<file path="config.mk">
export PLATFORM = sky130hd
export DESIGN_NAME = xpl_loader
export DESIGN_NICKNAME = d
export VERILOG_FILES = /design/src/xpl_pkg.sv /design/src/xpl_sync.sv /design/src/xpl_loader.sv
export VERILOG_INCLUDE_DIRS = /design/src
export SDC_FILE = /design/constraint.sdc
export NUM_CORES = 1
export LEC_CHECK = 0
export BUFFER_PORTS_ARGS = -buffer_cell sky130_fd_sc_hd__clkbuf_2
export CAP_MARGIN = 20
export CORE_MARGIN = 2
export CORE_UTILIZATION = 45
export CTS_CLUSTER_DIAMETER = 30
export DETAILED_ROUTE_END_ITERATION = 16
export PLACE_DENSITY = 0.65
export SKIP_CTS_REPAIR_TIMING = 1
export SLEW_MARGIN = 25
export SYNTH_ARGS = -nofsm -noshare
export SYNTH_HDL_FRONTEND = slang
export SYNTH_SLANG_ARGS = --single-unit
</file>
<file path="constraint.sdc">
create_clock -name sys_clk -period 2.6 [get_ports sys_clk]
set_input_delay 0.13 -clock sys_clk [delete_from_list [all_inputs] [get_ports sys_clk]]
set_output_delay 0.13 -clock sys_clk [all_outputs]
set_load 0.01 [all_outputs]
</file>
<file path="src/xpl_defines.svh">
`ifndef XPL_DEFINES_SVH
`define XPL_DEFINES_SVH

// Shift register geometry
`define XPL_SR_BITS 80
`define XPL_PAD_BITS 40
`define XPL_OUTPUTS 8
`define XPL_FIELD_BITS 5
`define XPL_INDEX_BITS 3
`define XPL_SRC_BITS 4

// Bit positions inside one output slot, counted from the slot base
`define XPL_POS_ENABLE 0
`define XPL_POS_SRC_MSB 1
`define XPL_POS_SRC_LSB 4

// Reset values
`define XPL_SR_RESET 80'h0
`define XPL_MATRIX_RESET 40'h0
`define XPL_PIN_RESET 14'h1C00

// Synchroniser depth, in flip-flops
`define XPL_SYNC_STAGES 2

`endif

</file>
<file path="src/xpl_pkg.sv">
package xpl_pkg;

    // One output's programming: source select and enable bit
    typedef struct packed {
        logic enable;
        logic [3:0] source;
    } xpl_field_s;

    // Host-side pins, as seen after synchronisation
    typedef struct packed {
        logic disable_all_n;
        logic shift_clk;
        logic chip_sel_n;
        logic update_n;
        logic load_mode_sel;
        logic serial_in;
        logic [2:0] output_index;
        logic [4:0] par_data;
    } xpl_pins_s;

    typedef enum logic {
        XPL_SERIAL = 1'b0,
        XPL_PARALLEL = 1'b1
    } xpl_mode_e;

endpackage : xpl_pkg

</file>
<file path="src/xpl_sync.sv">
`timescale 1ns/1ns
`include "xpl_defines.svh"

module xpl_sync #(
    parameter int W = 1,
    parameter logic [W-1:0] RST_VAL = '0
) (
    // Clock and reset
    input wire logic sys_clk,
    input wire logic arst_n,
    input wire logic ce,
    // Data
    input wire logic [W-1:0] d,
    output logic [W-1:0] q
);

    logic [W-1:0] meta_r;
    logic [W-1:0] q_r;

    // First stage feeds only the second
    always_ff @(posedge sys_clk or negedge arst_n) begin
        if (!arst_n) begin
            meta_r <= RST_VAL;
            q_r <= RST_VAL;
        end else if (ce) begin
            meta_r <= d;
            q_r <= meta_r;
        end
    end

    assign q = q_r;

endmodule : xpl_sync

</file>
<file path="src/xpl_loader.sv">
// Functional notes
// - One 80-bit serial word reprograms every output in one load.
// - Mode select low picks serial loading, high picks parallel loading.
// - Clocked data is accepted only while chip select is low.
// - Update latch is transparent while update and chip select are low.
// - Serial input shifts in on each falling shift clock edge.
// - Each field is 4-bit source then enable; disabled ignores source.
// - Taking update low after shifting programs the matrix.
// - Parallel falling clock writes addressed slot, matrix unchanged while update is high.
// - Several parallel loads under high update take effect together.
// - Disable pin forces all outputs off, keeps register and sources.
// - Loads go to a first rank; a second rank updates all at once.
`timescale 1ns/1ns
`include "xpl_defines.svh"

module xpl_loader (
    // Clock, reset, clock enable
    input wire logic sys_clk,
    input wire logic arst_n,
    input wire logic ce,
    // Host control pins
    input wire logic shift_clk,
    input wire logic chip_sel_n,
    input wire logic update_n,
    input wire logic load_mode_sel,
    input wire logic disable_all_n,
    // Host data pins
    input wire logic serial_in,
    input wire logic [2:0] output_index,
    input wire logic [4:0] par_data,
    // Daisy chain
    output logic serial_out,
    // Switch matrix programming
    output xpl_pkg::xpl_field_s [7:0] matrix
);

    localparam int PIN_W = $bits(xpl_pkg::xpl_pins_s);

    // Slot k occupies bits 5k+4 (first shifted) down to 5k (enable)
    function automatic xpl_pkg::xpl_field_s xpl_slot(
        input logic [`XPL_SR_BITS-1:0] sr,
        input logic [`XPL_INDEX_BITS-1:0] idx
    );
        logic [`XPL_FIELD_BITS-1:0] b;
        b = sr[idx*`XPL_FIELD_BITS +: `XPL_FIELD_BITS];
        xpl_slot.enable = b[`XPL_POS_ENABLE];
        xpl_slot.source = {b[`XPL_POS_SRC_MSB], b[2], b[3],
                           b[`XPL_POS_SRC_LSB]};
    endfunction : xpl_slot

    function automatic logic [`XPL_FIELD_BITS-1:0] xpl_pack(
        input xpl_pkg::xpl_field_s f
    );
        xpl_pack = {f.source[0], f.source[1], f.source[2], f.source[3],
                    f.enable};
    endfunction : xpl_pack

    // Marks one slot, for the parallel write check
    function automatic logic [`XPL_SR_BITS-1:0] xpl_slot_mask(
        input logic [`XPL_INDEX_BITS-1:0] idx
    );
        xpl_slot_mask = '0;
        xpl_slot_mask[idx*`XPL_FIELD_BITS +: `XPL_FIELD_BITS] = '1;
    endfunction : xpl_slot_mask

    // Every pin is asynchronous to sys_clk
    xpl_pkg::xpl_pins_s pins_raw;
    xpl_pkg::xpl_pins_s pins_s;

    assign pins_raw.disable_all_n = disable_all_n;
    assign pins_raw.shift_clk = shift_clk;
    assign pins_raw.chip_sel_n = chip_sel_n;
    assign pins_raw.update_n = update_n;
    assign pins_raw.load_mode_sel = load_mode_sel;
    assign pins_raw.serial_in = serial_in;
    assign pins_raw.output_index = output_index;
    assign pins_raw.par_data = par_data;

    xpl_sync #(
        .W(PIN_W),
        .RST_VAL(`XPL_PIN_RESET)
    ) u_pin_sync (
        .sys_clk(sys_clk),
        .arst_n(arst_n),
        .ce(ce),
        .d(pins_raw),
        .q(pins_s)
    );

    // State
    logic clk_d_r;
    logic [`XPL_SR_BITS-1:0] sr_r;
    logic [`XPL_SR_BITS-1:0] sr_nxt;
    xpl_pkg::xpl_field_s [7:0] matrix_r;
    xpl_pkg::xpl_field_s [7:0] matrix_nxt;

    // Decode
    wire clk_fall = clk_d_r & ~pins_s.shift_clk;
    wire selected = ~pins_s.chip_sel_n;
    wire xpl_pkg::xpl_mode_e mode = xpl_pkg::xpl_mode_e'(pins_s.load_mode_sel);
    wire ser_fire = clk_fall & selected & (mode == xpl_pkg::XPL_SERIAL);
    wire par_fire = clk_fall & selected & (mode == xpl_pkg::XPL_PARALLEL);
    wire transparent = selected & ~pins_s.update_n;
    wire disable_all = ~pins_s.disable_all_n;
    wire [`XPL_INDEX_BITS-1:0] par_idx = pins_s.output_index;
    wire xpl_pkg::xpl_field_s par_field = '{
        enable: pins_s.par_data[4],
        source: pins_s.par_data[3:0]
    };

    // First rank: serial shift or one parallel slot
    wire [`XPL_SR_BITS-1:0] sr_shifted = {sr_r[`XPL_SR_BITS-2:0],
                                          pins_s.serial_in};

    always_comb begin
        sr_nxt = sr_r;
        if (ser_fire) begin
            sr_nxt = sr_shifted;
        end else if (par_fire) begin
            sr_nxt[par_idx*`XPL_FIELD_BITS +: `XPL_FIELD_BITS] =
                xpl_pack(par_field);
        end
    end

    // Second rank: all outputs move together
    xpl_pkg::xpl_field_s [7:0] sr_view;
    logic [7:0] en_vec;
    logic [31:0] src_vec;
    logic [7:0] sr_en_vec;
    logic [31:0] sr_src_vec;

    genvar k;
    generate
        for (k = 0; k < `XPL_OUTPUTS; k = k + 1) begin : g_out
            assign sr_view[k] = xpl_slot(sr_r, 3'(k));
            // Disable pin wins over a transparent latch
            assign matrix_nxt[k].enable = disable_all ? 1'b0 :
                transparent ? sr_view[k].enable :
                matrix_r[k].enable;
            assign matrix_nxt[k].source = transparent ?
                sr_view[k].source : matrix_r[k].source;
            assign en_vec[k] = matrix_r[k].enable;
            assign src_vec[k*4 +: 4] = matrix_r[k].source;
            assign sr_en_vec[k] = sr_view[k].enable;
            assign sr_src_vec[k*4 +: 4] = sr_view[k].source;
        end
    endgenerate

    // Sampled pins may lag the real ones by two sys_clk cycles
    always_ff @(posedge sys_clk or negedge arst_n) begin
        if (!arst_n) begin
            clk_d_r <= 1'b1;
            sr_r <= `XPL_SR_RESET;
            matrix_r <= `XPL_MATRIX_RESET;
        end else if (ce) begin
            clk_d_r <= pins_s.shift_clk;
            sr_r <= sr_nxt;
            matrix_r <= matrix_nxt;
        end
    end

    assign serial_out = sr_r[`XPL_SR_BITS-1];
    assign matrix = matrix_r;
endmodule : xpl_loader

</file>
==> reports/qor.yml <==
global_route:
  antenna_found_initial: 0
  track_usage_pct: 17.7
  grt_start_max_net_pins: 71
  gr-total-overflow: 0
  grt_pass1_vias: 3828
  grt_pass1_wl_mm: 20.1
die:
  die-area_um2: 15100
  fp-row-count: 43
  io_pins: 58
  die_x_um: 123
  die_height_um: 123
  coreArea_um2: 13900
  start_util_pct: 46.0
route:
  totalWireLength_mm: 12.2
  post_drt_wl_per_cell_um: 16.6
  vias: 3886
  drt_iter0_drc: 216
  postRouteAntennaNets: 0
  drcViolationCount: 0
  dr.pass1.iters: 4
  viasPerCell: 5.29
layout:
  multi_input_area_um2: 2500
  post-route-util_pct: 55.4
  diodes: 0
  final_area_um2: 7690
  final_common_cell: "dfrtp_1"
  syn2layout_area_growth_pct: 20.6
  final_cell_mix: "dfrtp_1, mux2_2, clkbuf_2"
  fillers: 1188
  fin_nets: 562
  drive_gt1_share_pct: 45.9
  ff_latch_area_um2: 3740
critical_path:
  ff2ff_setup_slack_ns: 0.31
  crit_path_max_fanout: 10
  cp_data_required_time_ns: 2.91
  critPathCapture: "sr_r[4]$_DFFE_PN0P_"
  cp.arrival_ns: 2.59
  endpoint_kind: "register"
  cp-startpoint: "u_pin_sync.q[5]$_DFFE_PN0P_"
  r2r-start: "u_pin_sync.q[5]$_DFFE_PN0P_"
  cp-start-kind: "register"
  reg2reg_depth: 6
  worstReg2RegEnd: "sr_r[4]$_DFFE_PN0P_"
  critPathKind: "reg -> reg"
sta:
  post-route-min-period_ns: 2.29
  hold_viol_final: 0
  finClkSkew_ns: 0.00756
  worst_pin_slew_ns: 0.660
  setup_viol: 0
  max_freq_mhz: 438
  fin_crit_sh_pct: 87.9
  rsz0062_at_grt: "no"
  slew_viol_final: 0
  setup_tns_ns: 0
  setup_ws_ns: 0.315
  timing.slew.headroom_pct: 55.8
  worst_hold_slack_ns: 0.218
synth:
  yosysUniqueCellTypes: 37
  yosysSeqAreaShare_pct: 58.6
  synth_seq_cells: 149
  synth_cells: 467
  synthFlopType: "dfrtp_1"
  synth_edf_count: 0
  syn_area_per_cell_um2: 13.7
  synth_fp_nets: 487
  syn-cell-area_um2: 6380
  yosysWarningCount: 0
  ys_async_sr_fraction_pct: 100
placed_design:
  dp_hpwl_mm: 8.37
  gp_congestion: 0.895
  port_buffers: 57
  dp_slack_ns: 0.225
  dpl_cell_area_um2: 6900
pwr:
  intPower_uw: 4670
  cellPowerDensity_nw_per_um2: 809
  sequentialPowerShare_pct: 45.3
  p_sw_uw: 1560
  vdd_ir_drop_max_uv: 484
  p_clk_share_pct: 41.4
  switching_share_pct: 25.0
  p_leak_uw: 0.00370
  p_comb_share_pct: 13.4
status:
  outcome: "finished clean"
clock_network:
  cts_inserted_buffers: 17
  clk_pin_slew_ns: 0.06
  clk_latency_ns: 0.43
  cts_root_buf: "clkbuf_16"
  clockBufferDepth: 2
  htree_levels: 4
  tritoncts: "yes"
  clock-sinks: 149
job:
  max-cap-violations: 0
worst_hold_path:
  hp-class: "in -> reg"
[flip-flops by register name, indices dropped and copies added, names as in the netlist]
signal / flops
matrix: 40
sr_r: 80
clk_d_r: 1
u_pin_sync.meta_r: 14
u_pin_sync.q: 14
[power groups by stage]
stage          clock [uW]  sequential, uW  combinational, uW
6_report             2570            2820                832
5_1_grt              2730            2850                921
4_1_cts              2630            2820                823
3_5_place_dp            0            2860                819
3_3_place_gp            0            2840                799
2_1_floorplan           0            2800                524
[stage by stage]
step / std cells / total power [uW]
finish: 735 / 6230
global route: 735 / 6500
CTS: 720 / 6270
detailed placement: 688 / 3680
global placement: 688 / 3640
floorplan: 467 / 3330
[layer usage]
layer  part of all wire [%]  GRT usage, %  up-vias
met5                      0             0        -
met4                    2.2          7.39        0
met3                    4.9          6.09       23
met2                     44          24.9       83
met1                     48          25.0     1956
li1                       -             -     1824
[worst max-delay path, stage by stage, from the launching register on]
cell and delay, ns:
dfrtp_1 0.51, inv_1 0.10, ha_1 0.42, nor2_1 0.20
nand3_1 0.22, a21oi_2 0.33, mux2_2 0.38
[cells by family after synthesis]
family / count (synthesis) / share of synthesized area [%]
AND/OR/NAND/NOR: 60 / 5.22
buffers and inverters: 37 / 2.57
XOR/XNOR: 2 / 0.275
AO/OA/AOI/OAI: 79 / 8.59
flip-flops: 149 / 58.6
adder cells (fa/ha/maj): 3 / 0.589
multiplexers: 137 / 24.2
[cell usage after synthesis (3+ instances only)]
library cell / instances / area [um^2]
dfrtp_1: 142 / 3550
mux2_2: 136 / 1530
nand2_1: 31 / 116
o21ai_0: 26 / 130
a22o_1: 20 / 175
clkbuf_1: 12 / 45.0
inv_1: 12 / 45.0
o2bb2ai_1: 9 / 78.8
a22oi_1: 8 / 60.1
buf_2: 8 / 40.0
dfstp_2: 7 / 184
a21oi_1: 6 / 30.0
and2_1: 6 / 37.5
nor2_1: 6 / 22.5
and3_4: 5 / 56.3
buf_1: 3 / 11.3
ha_1: 3 / 37.5
[how the worst min path moves through the flow]
| stage | start | end | cells after the start |
|---|---|---|---|
| detailed placement | arst_n | matrix[37]$_DFFE_PN0P_ | 1 |
| global route | ce | matrix[39]$_DFFE_PN0P_ | 3 |
| finish | ce | u_pin_sync.q[6]$_DFFE_PN0P_ | 4 |
| floorplan | arst_n | matrix[0]$_DFFE_PN0P_ | 0 |
| global placement | arst_n | matrix[37]$_DFFE_PN0P_ | 1 |
| CTS | arst_n | matrix[37]$_DFFE_PN0P_ | 1 |
[final cells by class]
type | count | area share (%)
sequential | 149 | 48.6
multi-input combinational | 281 | 32.6
timing repair buffer | 81 | 7.11
clock buffer | 24 | 6.65
tap | 180 | 2.93
clock inverter | 8 | 1.56
inverter | 12 | 0.586
No activity file was read; power rests on OpenSTA's default activity.
